## src/verilog/buck_regs_pkg.sv

```systemverilog
/*
  package for the second buck converter register bank: offsets, field positions, resets.
  assumes an 8-bit register access port from the device's serial control front end.
*/
package buck_regs_pkg;
  localparam int unsigned ADDR_W = 8;
  localparam int unsigned DATA_W = 8;
  localparam logic [7:0] OFF_NORMAL  = 8'h35;
  localparam logic [7:0] OFF_STANDBY = 8'h36;
  localparam logic [7:0] OFF_SLEEP   = 8'h37;
  localparam logic [7:0] OFF_MODE    = 8'h38;
  localparam logic [7:0] OFF_CONFIG  = 8'h39;
  localparam logic [7:0] OFF_FIRST   = 8'h35;
  localparam int unsigned NUM_REGS   = 5;
  localparam int unsigned SETPT_MSB  = 5;
  localparam int unsigned RANGE_BIT  = 6;
  localparam int unsigned MODE_MSB   = 3;
  localparam int unsigned SLEEP_BIT  = 5;
  localparam int unsigned ILIM_BIT   = 0;
  localparam int unsigned FREQ_LSB   = 2;
  localparam int unsigned PHASE_LSB  = 4;
  localparam int unsigned RAMP_LSB   = 6;
  localparam logic [7:0] RST_NORMAL  = 8'h00;
  localparam logic [7:0] RST_STANDBY = 8'h00;
  localparam logic [7:0] RST_SLEEP   = 8'h00;
  localparam logic [7:0] RST_MODE    = 8'h00;
  localparam logic [7:0] RST_CONFIG  = 8'h00;
  localparam logic [7:0] MASK_SETPT  = 8'h3F;
  localparam logic [7:0] MASK_MODE   = 8'h2F;
  localparam logic [7:0] MASK_CONFIG = 8'hFF;
endpackage : buck_regs_pkg

```

## src/verilog/buck_two_control_regs.sv

```systemverilog
/*
  control register bank of the second buck converter, reached by the serial control front end.
  assumes the front end presents byte writes and reads as one-cycle strobes on clock_i,
  and that range configuration is loaded by the one-time-programmable / test configuration path.
*/
// Operation
// registers reached only via serial control port
// 0x35 bits 5:0 normal set point, RW
// normal range bit 6 read-only, from configuration
// 0x36 bits 5:0 standby set point, RW
// standby bit 6 copies configured range
// 0x37 bits 5:0 sleep set point, RW
// sleep bit 6 mirrors configured range
// 0x38 bits 3:0 switching mode, RW
// mode bit 5: sleep off or PFM
// 0x39 bit 0 current limit select
// config bits 3:2 switching frequency select
// config bits 5:4 phase clock select
// config bits 7:6 ramp speed select
// host uses codes 0..63 below 2.0 V
// unused bits read zero, ignore writes; config bit 1 is stored and reads back as written
`timescale 1ns/1ps
module buck_two_control_regs (
  // clock and reset
  input  wire logic       clock_i,
  input  wire logic       reset_i,
  // serial control register access
  input  wire logic       reg_wr_i,
  input  wire logic       reg_rd_i,
  input  wire logic [7:0] reg_addr_i,
  input  wire logic [7:0] reg_wdata_i,
  output logic      [7:0] reg_rdata_o,
  output logic            reg_rvalid_o,
  // configuration load of the range bit
  input  wire logic       range_load_i,
  input  wire logic       range_value_i,
  // converter controls
  output logic      [6:0] normal_code_o,
  output logic      [6:0] standby_code_o,
  output logic      [6:0] sleep_code_o,
  output logic      [3:0] switching_mode_o,
  output logic            sleep_behaviour_bit_o,
  output logic            current_limit_select_o,
  output logic      [1:0] switching_frequency_select_o,
  output logic      [1:0] phase_clock_select_o,
  output logic      [1:0] voltage_ramp_speed_select_o
);
  logic        range_q;
  logic        rd_pend_q;
  logic        rd_hit_q;
  logic [7:0]  mem_rdata;
  logic [39:0] flat;
  logic [2:0]  idx;
  logic [2:0]  rd_idx;
  logic        hit;
  logic [7:0]  wmask;
  logic [7:0]  nrm;
  logic [7:0]  stb;
  logic [7:0]  slp;
  logic [7:0]  mde;
  logic [7:0]  cfg;
  logic [7:0]  rd_d;

  function automatic logic [7:0] mask_of(input logic [2:0] i);
    unique case (i)
      3'd0, 3'd1, 3'd2: mask_of = buck_regs_pkg::MASK_SETPT;
      3'd3:             mask_of = buck_regs_pkg::MASK_MODE;
      3'd4:             mask_of = buck_regs_pkg::MASK_CONFIG;
      default:          mask_of = 8'h00;
    endcase
  endfunction : mask_of

  // address decode
  assign idx   = 3'(reg_addr_i - buck_regs_pkg::OFF_FIRST);
  assign hit   = (reg_addr_i >= buck_regs_pkg::OFF_NORMAL) &&
                 (reg_addr_i <= buck_regs_pkg::OFF_CONFIG);
  assign wmask = hit ? mask_of(idx) : 8'h00;
  // unmapped reads point past the storage so they return zero
  assign rd_idx = hit ? idx : 3'd7;

  buck_reg_mem #(
    .DEPTH (buck_regs_pkg::NUM_REGS)
  ) u_mem (
    .clock_i   (clock_i),
    .reset_i   (reset_i),
    .wr_en_i   (reg_wr_i && hit),
    .wr_idx_i  (idx),
    .wr_data_i (reg_wdata_i),
    .wr_mask_i (wmask),
    .rd_idx_i  (rd_idx),
    .rd_data_o (mem_rdata),
    .flat_o    (flat)
  );

  assign nrm = flat[7:0];
  assign stb = flat[15:8];
  assign slp = flat[23:16];
  assign mde = flat[31:24];
  assign cfg = flat[39:32];

  // range bit loaded by configuration only
  always_ff @(posedge clock_i) begin
    if (reset_i) begin
      range_q <= 1'b0;
    end else if (range_load_i) begin
      range_q <= range_value_i;
    end
  end

  // read path: bit 6 of set-point registers shows the range
  always_ff @(posedge clock_i) begin
    if (reset_i) begin
      rd_pend_q <= 1'b0;
      rd_hit_q  <= 1'b0;
    end else begin
      rd_pend_q <= reg_rd_i;
      rd_hit_q  <= reg_rd_i && hit && (idx <= 3'd2);
    end
  end

  assign rd_d = rd_hit_q ? (mem_rdata | {1'b0, range_q, 6'h00}) : mem_rdata;

  always_ff @(posedge clock_i) begin
    if (reset_i) begin
      reg_rdata_o  <= 8'h00;
      reg_rvalid_o <= 1'b0;
    end else begin
      reg_rvalid_o <= rd_pend_q;
      if (rd_pend_q) begin
        reg_rdata_o <= rd_d;
      end
    end
  end

  // converter control outputs, registered
  always_ff @(posedge clock_i) begin
    if (reset_i) begin
      normal_code_o                <= 7'h00;
      standby_code_o               <= 7'h00;
      sleep_code_o                 <= 7'h00;
      switching_mode_o             <= 4'h0;
      sleep_behaviour_bit_o        <= 1'b0;
      current_limit_select_o       <= 1'b0;
      switching_frequency_select_o <= 2'h0;
      phase_clock_select_o         <= 2'h0;
      voltage_ramp_speed_select_o  <= 2'h0;
    end else begin
      normal_code_o                <= {range_q, nrm[5:0]};
      standby_code_o               <= {range_q, stb[5:0]};
      sleep_code_o                 <= {range_q, slp[5:0]};
      switching_mode_o             <= mde[3:0];
      sleep_behaviour_bit_o        <= mde[5];
      current_limit_select_o       <= cfg[0];
      switching_frequency_select_o <= cfg[3:2];
      phase_clock_select_o         <= cfg[5:4];
      voltage_ramp_speed_select_o  <= cfg[7:6];
    end
  end

  chk_range_mirror: assert property (@(posedge clock_i) disable iff (reset_i)
    (normal_code_o[6] == standby_code_o[6]) && (standby_code_o[6] == sleep_code_o[6]))
    else $error("range bit differs between set points");

  chk_range_host_ro: assert property (@(posedge clock_i) disable iff (reset_i)
    !range_load_i |=> (range_q == $past(range_q)))
    else $error("range bit changed without configuration load");

  chk_normal_write: assert property (@(posedge clock_i) disable iff (reset_i)
    (reg_wr_i && reg_addr_i == buck_regs_pkg::OFF_NORMAL) |->
      ##2 (normal_code_o[5:0] == $past(reg_wdata_i[5:0], 2)))
    else $error("normal set point not written");

  chk_standby_write: assert property (@(posedge clock_i) disable iff (reset_i)
    (reg_wr_i && reg_addr_i == buck_regs_pkg::OFF_STANDBY) |->
      ##2 (standby_code_o[5:0] == $past(reg_wdata_i[5:0], 2)))
    else $error("standby set point not written");

  chk_sleep_write: assert property (@(posedge clock_i) disable iff (reset_i)
    (reg_wr_i && reg_addr_i == buck_regs_pkg::OFF_SLEEP) |->
      ##2 (sleep_code_o[5:0] == $past(reg_wdata_i[5:0], 2)))
    else $error("sleep set point not written");

  chk_mode_write: assert property (@(posedge clock_i) disable iff (reset_i)
    (reg_wr_i && reg_addr_i == buck_regs_pkg::OFF_MODE) |->
      ##2 ((switching_mode_o == $past(reg_wdata_i[3:0], 2))
      && (sleep_behaviour_bit_o == $past(reg_wdata_i[5], 2))))
    else $error("mode register not written");

  chk_config_write: assert property (@(posedge clock_i) disable iff (reset_i)
    (reg_wr_i && reg_addr_i == buck_regs_pkg::OFF_CONFIG) |->
      ##2 ({voltage_ramp_speed_select_o, phase_clock_select_o,
      switching_frequency_select_o, current_limit_select_o} == {$past(reg_wdata_i[7:2], 2),
      $past(reg_wdata_i[0], 2)}))
    else $error("config register not written");

  chk_unused_zero: assert property (@(posedge clock_i) disable iff (reset_i)
    reg_rvalid_o |-> (reg_rdata_o[7] == 1'b0 || $past(reg_addr_i, 2) == buck_regs_pkg::OFF_CONFIG)
      && ($past(reg_addr_i, 2) != buck_regs_pkg::OFF_MODE || reg_rdata_o[4] == 1'b0)
      && ($past(reg_addr_i, 2) != buck_regs_pkg::OFF_MODE || reg_rdata_o[6] == 1'b0))
    else $error("unused bit read back as one");

  // a read strobe is answered two edges later, and only then
  chk_read_answer: assert property (@(posedge clock_i) disable iff (reset_i)
    reg_rd_i |-> ##2 reg_rvalid_o)
    else $error("read strobe not answered");

  chk_answer_cause: assert property (@(posedge clock_i) disable iff (reset_i)
    reg_rvalid_o |-> $past(reg_rd_i, 2))
    else $error("read answer without a strobe");

  chk_unmapped_read: assert property (@(posedge clock_i) disable iff (reset_i)
    (reg_rvalid_o && (($past(reg_addr_i, 2) < buck_regs_pkg::OFF_NORMAL) ||
      ($past(reg_addr_i, 2) > buck_regs_pkg::OFF_CONFIG))) |-> (reg_rdata_o == 8'h00))
    else $error("unmapped address read back nonzero");

  chk_range_readback: assert property (@(posedge clock_i) disable iff (reset_i)
    (reg_rvalid_o && ($past(reg_addr_i, 2) >= buck_regs_pkg::OFF_NORMAL) &&
      ($past(reg_addr_i, 2) <= buck_regs_pkg::OFF_SLEEP)) |->
      (reg_rdata_o[6] == normal_code_o[6]))
    else $error("set point range bit read back wrong");

  chk_range_load: assert property (@(posedge clock_i) disable iff (reset_i)
    range_load_i |=> (range_q == $past(range_value_i)))
    else $error("range bit not loaded from configuration");

  chk_unmapped_write: assert property (@(posedge clock_i) disable iff (reset_i)
    (reg_wr_i && !hit) |=> (flat == $past(flat)))
    else $error("unmapped write changed the bank");

  chk_unused_storage: assert property (@(posedge clock_i) disable iff (reset_i)
    (nrm[7:6] == 2'b00) && (stb[7:6] == 2'b00) && (slp[7:6] == 2'b00) &&
      (mde[7:6] == 2'b00) && (mde[4] == 1'b0))
    else $error("unused storage bit set");
endmodule : buck_two_control_regs

```

## src/verilog/buck_reg_mem.sv

```systemverilog
/*
  small register storage for the bank: five bytes, masked write, registered read data.
  assumes a single synchronous clock and a synchronous active-high reset.
*/
`timescale 1ns/1ps
module buck_reg_mem #(
  parameter int unsigned DEPTH = buck_regs_pkg::NUM_REGS
) (
  // clock and reset
  input  wire logic                  clock_i,
  input  wire logic                  reset_i,
  // write side
  input  wire logic                  wr_en_i,
  input  wire logic [2:0]            wr_idx_i,
  input  wire logic [7:0]            wr_data_i,
  input  wire logic [7:0]            wr_mask_i,
  // read side
  input  wire logic [2:0]            rd_idx_i,
  output logic      [7:0]            rd_data_o,
  // whole contents
  output logic      [DEPTH*8-1:0]    flat_o
);
  logic [7:0] mem_q [DEPTH];

  always_ff @(posedge clock_i) begin
    if (reset_i) begin
      mem_q[0] <= buck_regs_pkg::RST_NORMAL;
      mem_q[1] <= buck_regs_pkg::RST_STANDBY;
      mem_q[2] <= buck_regs_pkg::RST_SLEEP;
      mem_q[3] <= buck_regs_pkg::RST_MODE;
      mem_q[4] <= buck_regs_pkg::RST_CONFIG;
      rd_data_o <= 8'h00;
    end else begin
      if (wr_en_i && (32'(wr_idx_i) < DEPTH)) begin
        mem_q[wr_idx_i] <= (mem_q[wr_idx_i] & ~wr_mask_i) | (wr_data_i & wr_mask_i);
      end
      rd_data_o <= (32'(rd_idx_i) < DEPTH) ? mem_q[rd_idx_i] : 8'h00;
    end
  end

  for (genvar g = 0; g < DEPTH; g++) begin : g_flat
    assign flat_o[g*8 +: 8] = mem_q[g];
  end
endmodule : buck_reg_mem

```

## config.mk

```make
export PLATFORM = sky130hd
export DESIGN_NAME = buck_two_control_regs
export DESIGN_NICKNAME = d
export VERILOG_FILES = /design/src/verilog/buck_regs_pkg.sv /design/src/verilog/buck_two_control_regs.sv /design/src/verilog/buck_reg_mem.sv
export SDC_FILE = /design/constraint.sdc
export NUM_CORES = 1
export LEC_CHECK = 0
export BUFFER_PORTS_ARGS = -buffer_cell sky130_fd_sc_hd__buf_4
export CORE_ASPECT_RATIO = 0.9
export CORE_MARGIN = 2
export CORE_UTILIZATION = 30
export CTS_BUF_LIST = sky130_fd_sc_hd__clkbuf_2
export CTS_CLUSTER_SIZE = 28
export DETAILED_ROUTE_END_ITERATION = 6
export PLACE_DENSITY = 0.52
export REMOVE_ABC_BUFFERS = 1
export SLEW_MARGIN = 20
export SYNTH_ARGS = -nofsm -noshare
export SYNTH_HDL_FRONTEND = slang
export SYNTH_HIERARCHICAL = 1
export SYNTH_SLANG_ARGS = --single-unit
```

## constraint.sdc

```tcl
create_clock -name clock_i -period 2.5 [get_ports clock_i]
set_input_delay 0.125 -clock clock_i [delete_from_list [all_inputs] [get_ports clock_i]]
set_output_delay 0.125 -clock clock_i [all_outputs]
set_load 0.05 [all_outputs]
```

==> flow_summary.yaml, run 1 <==
global_route:
  first_pass_grt_wire_length_um: 20800
  grt_antenna_before_repair: 1
  first_global_vias: 3808
  grt_start_max_net_pins: 33
  grt_remaining_overflow: 0
  gr-usage-all-layers_pct: 15.7
floorplanning:
  die_w_um: 141
  initial_core_util_pct: 31.0
  floorplan.rows: 44
  floorplan.die_area_um2: 17900
  chipHeight_um: 127
  io_pins: 64
  core_area_um2: 16300
routing:
  drt-total-wl_um: 13300
  drt-vias-per-instance: 4.70
  post_drt_wl_per_cell_um: 16.9
  number_of_remaining_drc_errors: 0
  detail_route.first_pass.iterations: 4
  residual_antenna_violating_net_count_after_detailed_routing: 0
  via_count: 3689
  violation_count_after_the_first_detailed_route_iteration: 244
layout:
  area_delta_synth_final_pct: 29.7
  post-route-util_pct: 40.2
  finalNetCount: 591
  final_layout_size_suffix_gt1_share_pct: 27.9
sta:
  fin_skew_ns: 0.0262
  post-route-worst-setup-slack_ns: 0.115
  timing.max_slew.rel_slack_pct: 54.6
  period_share_pct: 95.4
  maxSlewViolCount: 0
  slew_at_the_pin_closest_to_its_max_slew_limit_ns: 0.679
  setup_viol: 0
  fin_crit_ns: 2.38
  hold_viol_final: 0
  maxClockFrequency_mhz: 419
  timing.setup.tns_ns: 0
  holdWs_ns: 0.206
  rsz0062_at_grt: "false"
pwr:
  power_per_cell_area_nw_per_um2: 623
  peakVddDrop_mv: 0.220
  power.static_leakage_nw: 2.67
setup_path:
  critical_path_peak_fanout: 7
  timing.critical_path.required_ns: 2.92
  critPathBufInv: 7
  worstPathArrival_ns: 2.81
  crit_type: "input port to register"
  critPathCaptureType: "register"
  cp_top_family: "buffers and inverters"
  cp_cell_sequence: "dlygate4sd3_1 > buf_4 > inv_1 > ha_1 > buf_4 > nor2b_4 > o22a_1 > nor4_2 > buf_4 > inv_1 > o2111ai_1 > o32ai_2 > inv_1"
  worst_path_largest_cell_delay_ns: 0.54
  critical-path-slowest-cell: "sky130_fd_sc_hd__dlygate4sd3_1"
  crit_path_start_kind: "input port"
  ff2ff_setup_slack_ns: 0.51
cts:
  holdBufCountCts: 18
  cts_tree: "done"
  ctsLongestPathBuffers: 2
  deepest_level_of_the_cts_h_tree: 4
  cts-root-buf: "sky130_fd_sc_hd__clkbuf_2"
  cts_resized: 0
  post-cts-setup-buffer-count: 0
  cts.clk_slew.worst_paths_ns: 0.17
  cts.sink_count: 115
  cts_made_buffers: 17
  latest_clock_arrival_within_the_worst_skew_pair_ns: 0.69
synthesis:
  synth_ff_type: "sky130_fd_sc_hd__edfxtp_1"
  syn_area_per_cell_um2: 11.9
  synth_edf_count: 64
  postSynthRegisterBits: 115
  syn-instance-count: 426
  ffs_w_async_s_r_synth_pct: 0
  ys.warnings.count: 6
  yosysUniqueCellTypes: 56
  mappedNetlistArea_um2: 5050
  seq_total_area_yosys_pct: 58.3
place:
  post-place-ws_ns: -0.0124
  gp_congestion: 0.845
  port-buffer-count: 63
  post-dp-hpwl_um: 9450
worst_hold_path:
  class_of_the_worst_hold_path: "input port to register"
run_status:
  outcome: "finished, final reports clean"
flow_run:
  cap_viol_max_count: 0
-- cell families (layout without fill, tap and decap cells) --
group                    after synthesis  in the layout  synth area share [%]
other                                  1             25                0.0742
XOR/XNOR                               1              1                 0.173
multiplexers                          31             31                  8.40
buffers and inverters                 35            163                  3.05
flip-flops                           115            115                  58.3
AO/OA/AOI/OAI                         48             48                  8.82
adder cells (fa/ha/maj)                5              5                  1.24
AND/OR/NAND/NOR                      190            190                  20.0
-- sequential cells by signal (all words and copies together) (netlist names), 4 cells and up --
| signal | count |
|---|---|
| standby_code_o | 6 |
| switching_mode_o | 4 |
| reg_rdata_o | 8 |
| u_mem/mem_q | 64 |
| normal_code_o | 7 |
| sleep_code_o | 6 |
| u_mem/rd_data_o | 8 |
-- power by group --
part           leakage (nW)  internal [mW]  total (mW)  switching [mW]
sequential             1.07           2.11        2.16          0.0478
combinational          1.44          0.240       0.573           0.333
clock                 0.160          0.657        1.35           0.697
-- metrics by stage --
| stage | power [mW] | instance area, um2 | instances |
|---|---|---|---|
| floorplan | 2.51 | 5030 | 426 |
| global placement | 2.74 | 6100 | 734 |
| detailed placement | 2.75 | 6100 | 734 |
| CTS | 4.13 | 6550 | 784 |
| global route | 4.28 | 6550 | 785 |
| finish | 4.08 | 6550 | 785 |
-- cells in the mapped netlist, types with 2 or more instances --
library cell	instances	area, um2
sky130_fd_sc_hd__a21o_1	4	30.0
sky130_fd_sc_hd__nor3_2	2	20.0
sky130_fd_sc_hd__a22o_1	4	35.0
sky130_fd_sc_hd__nand2b_1	13	81.3
sky130_fd_sc_hd__edfxtp_1	64	1920
sky130_fd_sc_hd__and3_1	5	31.3
sky130_fd_sc_hd__mux4_2	9	203
sky130_fd_sc_hd__buf_2	3	15.0
sky130_fd_sc_hd__o211ai_1	2	15.0
sky130_fd_sc_hd__ha_1	5	62.6
sky130_fd_sc_hd__dfxtp_1	51	1020
sky130_fd_sc_hd__inv_1	10	37.5
sky130_fd_sc_hd__nand2_1	33	124
sky130_fd_sc_hd__o221ai_1	4	35.0
sky130_fd_sc_hd__buf_4	3	22.5
sky130_fd_sc_hd__nor3_1	2	10.0
sky130_fd_sc_hd__nand3b_1	4	30.0
sky130_fd_sc_hd__or2_2	2	12.5
sky130_fd_sc_hd__clkbuf_1	16	60.1
sky130_fd_sc_hd__nand3_1	6	30.0
sky130_fd_sc_hd__a22oi_1	10	75.1
sky130_fd_sc_hd__and2_1	4	25.0
sky130_fd_sc_hd__a21oi_1	3	15.0
sky130_fd_sc_hd__a221o_1	4	40.0
sky130_fd_sc_hd__or3b_2	3	26.3
sky130_fd_sc_hd__nor2_1	59	221
sky130_fd_sc_hd__nor2b_1	45	282
sky130_fd_sc_hd__nor3b_1	3	22.5
sky130_fd_sc_hd__a221oi_2	6	90.1
sky130_fd_sc_hd__mux2i_1	21	210
-- layout make-up --
| class | instances | area (um2) |
|---|---|---|
| timing repair buffer | 119 | 988 |
| clock inverter | 12 | 163 |
| sequential | 115 | 2940 |
| clock buffer | 20 | 100 |
| multi-input combinational | 299 | 2050 |
| tap | 207 | 259 |
| antenna | 1 | 2.50 |
| inverter | 12 | 45.0 |
| fill | 1585 | 9750 |
-- placed cells by master (no fill, tap or decap), types with 18 or more instances in the layout --
| master | synthesis | routed |
|---|---|---|
| sky130_fd_sc_hd__nand2_1 | 33 | 33 |
| sky130_fd_sc_hd__buf_4 | 3 | 97 |
| sky130_fd_sc_hd__clkbuf_2 | 0 | 20 |
| sky130_fd_sc_hd__edfxtp_1 | 64 | 64 |
| sky130_fd_sc_hd__nor2_1 | 59 | 59 |
| sky130_fd_sc_hd__dfxtp_1 | 51 | 51 |
| sky130_fd_sc_hd__nor2b_1 | 45 | 45 |
| sky130_fd_sc_hd__dlygate4sd3_1 | 0 | 18 |
| sky130_fd_sc_hd__conb_1 | 1 | 24 |
| sky130_fd_sc_hd__mux2i_1 | 21 | 21 |
-- worst paths after layout --
kind | start | endpoint | cells past startpoint
hold reg to reg | range_q$_SDFFE_PP0P_ | normal_code_o[6]$_SDFF_PP0_ | 1
hold / removal | reg_addr_i[4] | u_mem/mem_q[4][4]$_SDFFCE_PN0P_ | 6
setup / recovery | reg_addr_i[1] | u_mem/mem_q[6][5]$_DFFE_PP_ | 13
setup reg to reg | u_mem/mem_q[1][2]$_SDFFCE_PN0P_ | u_mem/mem_q[2][2]$_SDFFCE_PN0P_ | 5
-- per-layer routing --
| metal | routed length, um | part of all wire [%] | GRT usage (%) | up-vias |
|---|---|---|---|---|
| met4 | 293 | 2.2 | 6.59 | 0 |
| met3 | 946 | 7.1 | 4.16 | 28 |
| met1 | 5810 | 44 | 19.6 | 1761 |
| li1 | - | - | - | 1772 |
| met2 | 6230 | 47 | 25.8 | 128 |
| met5 | 0 | 0 | 0 | - |
-- worst reg2reg max path, cell delays in order (launching register included) --
cell                       delay, ns
sky130_fd_sc_hd__edfxtp_1       0.46
sky130_fd_sc_hd__mux2_1         0.31
sky130_fd_sc_hd__mux4_2         0.49
sky130_fd_sc_hd__o31ai_4        0.29
sky130_fd_sc_hd__inv_2          0.09
sky130_fd_sc_hd__and2_1         0.14
Note: power is estimated with default switching activity, not from simulation.
==> run 2: changes to the inputs <==
CELL_PAD_IN_SITES_DETAIL_PLACEMENT = 1   (was unset)
CELL_PAD_IN_SITES_GLOBAL_PLACEMENT = 1   (was unset)
PLACE_DENSITY = 0.6   (was 0.52)
==> run 2 against run 1 <==
  * Core utilization fell by 0.41 points
  * First-iteration DRC count fell by 26%
  * Non-clock buffer count did not move
  * Global-route usage rose by 0.64 points
  * Sequential cell count did not move
  * Setup slack improved by 0.029 ns
  * Clock power fell by 15%
  * Maximum frequency rose by 1.2%
  * Critical path type unchanged
  * Critical endpoint is now u_mem/rd_data_o[6]$_SDFF_PP0_
  * Largest power group unchanged
==> flow_summary.yaml, run 2 (synthesized netlist as in run 1, its figures left out) <==
sta:
  post-route-worst-setup-slack_ns: 0.144
  timing.setup.tns_ns: 0
  period_share_pct: 94.2
  setup_viol: 0
  holdWs_ns: 0.241
  hold_viol_final: 0
  rsz0062_at_grt: "false"
  slew_at_the_pin_closest_to_its_max_slew_limit_ns: 0.649
  maxClockFrequency_mhz: 424
  fin_skew_ns: 0.0410
  timing.max_slew.rel_slack_pct: 56.7
  fin_crit_ns: 2.36
  maxSlewViolCount: 0
layout:
  post-route-util_pct: 39.8
  layout_commonest_cell: "sky130_fd_sc_hd__buf_4"
  final_layout_size_suffix_gt1_share_pct: 28.2
  fill_cells: 1779
  largest-register: "u_mem/mem_q"
  largest_register_ffs: 64
  area_delta_synth_final_pct: 28.3
  postLayoutCellArea_um2: 6480
  largest_registers: "u_mem/mem_q x64, reg_rdata_o x8, u_mem/rd_data_o x8"
  finalNetCount: 591
  layout.cells.most_common_list: "sky130_fd_sc_hd__buf_4 (99), sky130_fd_sc_hd__edfxtp_1 (64), sky130_fd_sc_hd__nor2_1 (59), sky130_fd_sc_hd__dfxtp_1 (51), sky130_fd_sc_hd__nor2b_1 (45)"
  layout.cells.non_filler: 785
global_route:
  grt_remaining_overflow: 0
  grt_antenna_before_repair: 1
  gr-usage-all-layers_pct: 16.3
  grt_start_max_net_pins: 39
  first_pass_grt_wire_length_um: 21800
  first_global_vias: 3974
floorplanning:
  io_pins: 64
  initial_core_util_pct: 31.0
  floorplan.die_area_um2: 17900
  core_area_um2: 16300
  die_w_um: 141
  chipHeight_um: 127
  floorplan.rows: 44
pwr:
  internal_power_mw: 2.81
  power_per_cell_area_nw_per_um2: 600
  pwr-share-seq_pct: 55.5
  power_switching_mw: 1.08
  p_comb_share_pct: 15.0
  peakVddDrop_mv: 0.208
  power_mw: 3.89
  clock_power_share_pct: 29.5
  power.switching_fraction_pct: 27.8
  power.static_leakage_nw: 2.64
cts:
  cts_made_buffers: 17
  cts.clk_slew.worst_paths_ns: 0.17
  ctsLongestPathBuffers: 2
  cts.sink_count: 115
  cts_tree: "done"
  cts-root-buf: "sky130_fd_sc_hd__clkbuf_2"
  post-cts-setup-buffer-count: 0
  latest_clock_arrival_within_the_worst_skew_pair_ns: 0.70
  deepest_level_of_the_cts_h_tree: 4
routing:
  via_count: 3731
  number_of_remaining_drc_errors: 0
  detail_route.first_pass.iterations: 4
  drt-total-wl_um: 14000
  post_drt_wl_per_cell_um: 17.8
  drt-vias-per-instance: 4.75
  violation_count_after_the_first_detailed_route_iteration: 181
  residual_antenna_violating_net_count_after_detailed_routing: 0
place:
  post-place-ws_ns: -0.0364
  port-buffer-count: 63
  gp_congestion: 0.809
  placed_cells_incl_taps: 734
  place_area_um2: 6080
  post-dp-hpwl_um: 10100
flow_run:
  cap_viol_max_count: 0
setup_path:
  critPathCaptureType: "register"
  ff2ff_setup_slack_ns: 0.42
  timing.critical_path.required_ns: 3.10
  crit_path_start_kind: "input port"
  crit_type: "input port to register"
  critical_path_peak_fanout: 5
  worstPathArrival_ns: 2.96
run_status:
  outcome: "finished, final reports clean"
worst_hold_path:
  class_of_the_worst_hold_path: "input port to register"
-- run 2: cell count changes in the layout (fill, tap and decap cells not counted) --
cell / delta
sky130_fd_sc_hd__buf_12: -2
sky130_fd_sc_hd__buf_4: +2
sky130_fd_sc_hd__bufinv_16: -2
sky130_fd_sc_hd__clkinv_2: +2
sky130_fd_sc_hd__clkinv_1: -1
sky130_fd_sc_hd__inv_4: +1
sky130_fd_sc_hd__nor3_1: -1
sky130_fd_sc_hd__nor3_2: +1
-- run 2: worst paths after layout --
| path | start | end | depth (start not counted) |
|---|---|---|---|
| worst max-delay path | reg_addr_i[1] | u_mem/rd_data_o[6]$_SDFF_PP0_ | 13 |
| worst min-delay path | reg_addr_i[0] | u_mem/mem_q[3][5]$_SDFFCE_PN0P_ | 6 |
| worst max register to register | u_mem/mem_q[1][2]$_SDFFCE_PN0P_ | u_mem/mem_q[2][2]$_SDFFCE_PN0P_ | 5 |
| worst min register to register | u_mem/rd_data_o[2]$_SDFF_PP0_ | reg_rdata_o[2]$_SDFFE_PP0P_ | 2 |
-- run 2: power by group through the flow --
stage | Sequential, mW | Combinational, mW | Clock, mW
2_1_floorplan | 2.25 | 0.265 | 0
3_3_place_gp | 2.20 | 0.547 | 0
3_5_place_dp | 2.20 | 0.559 | 0
4_1_cts | 2.16 | 0.584 | 1.21
5_1_grt | 2.17 | 0.630 | 1.28
6_report | 2.16 | 0.582 | 1.15
-- run 2: critical path, cell delays in order --
cell	delay, ns
sky130_fd_sc_hd__dlygate4sd3_1	0.53
sky130_fd_sc_hd__buf_4	0.11
sky130_fd_sc_hd__inv_1	0.06
sky130_fd_sc_hd__ha_1	0.26
sky130_fd_sc_hd__buf_4	0.18
sky130_fd_sc_hd__and3b_1	0.15
sky130_fd_sc_hd__dlygate4sd3_1	0.56
sky130_fd_sc_hd__o21ai_1	0.21
sky130_fd_sc_hd__clkinv_1	0.14
sky130_fd_sc_hd__nor3_2	0.20
sky130_fd_sc_hd__buf_4	0.18
sky130_fd_sc_hd__a22oi_1	0.08
sky130_fd_sc_hd__nor2_1	0.18
-- run 2: timing repair --
item / 4_1_cts / 5_1_grt
hold buffers: 18 / 0
hold endpoints to repair: 61 / 0
resized for setup: 0 / 1
endpoints found under the setup margin: 0 / 1
-- run 2: routing by layer --
metal	GRT usage [%]	wire length, um	share of wire, %
met1	20.6	6370	46
met2	27.4	6680	48
met3	3.94	627	4.5
met4	5.76	278	2.0
met5	0	0	0
-- run 2: cell type report --
class / instances / area, um2 / share of cell area, %
Antenna cell: 1 / 2.50 / 0.0386
Inverter: 12 / 45.0 / 0.695
Multi-Input combinational cell: 299 / 2050 / 31.7
Clock inverter: 12 / 115 / 1.78
Clock buffer: 20 / 100 / 1.54
Sequential cell: 115 / 2940 / 45.4
Timing Repair Buffer: 119 / 963 / 14.9
Tap cell: 207 / 259 / 4.00
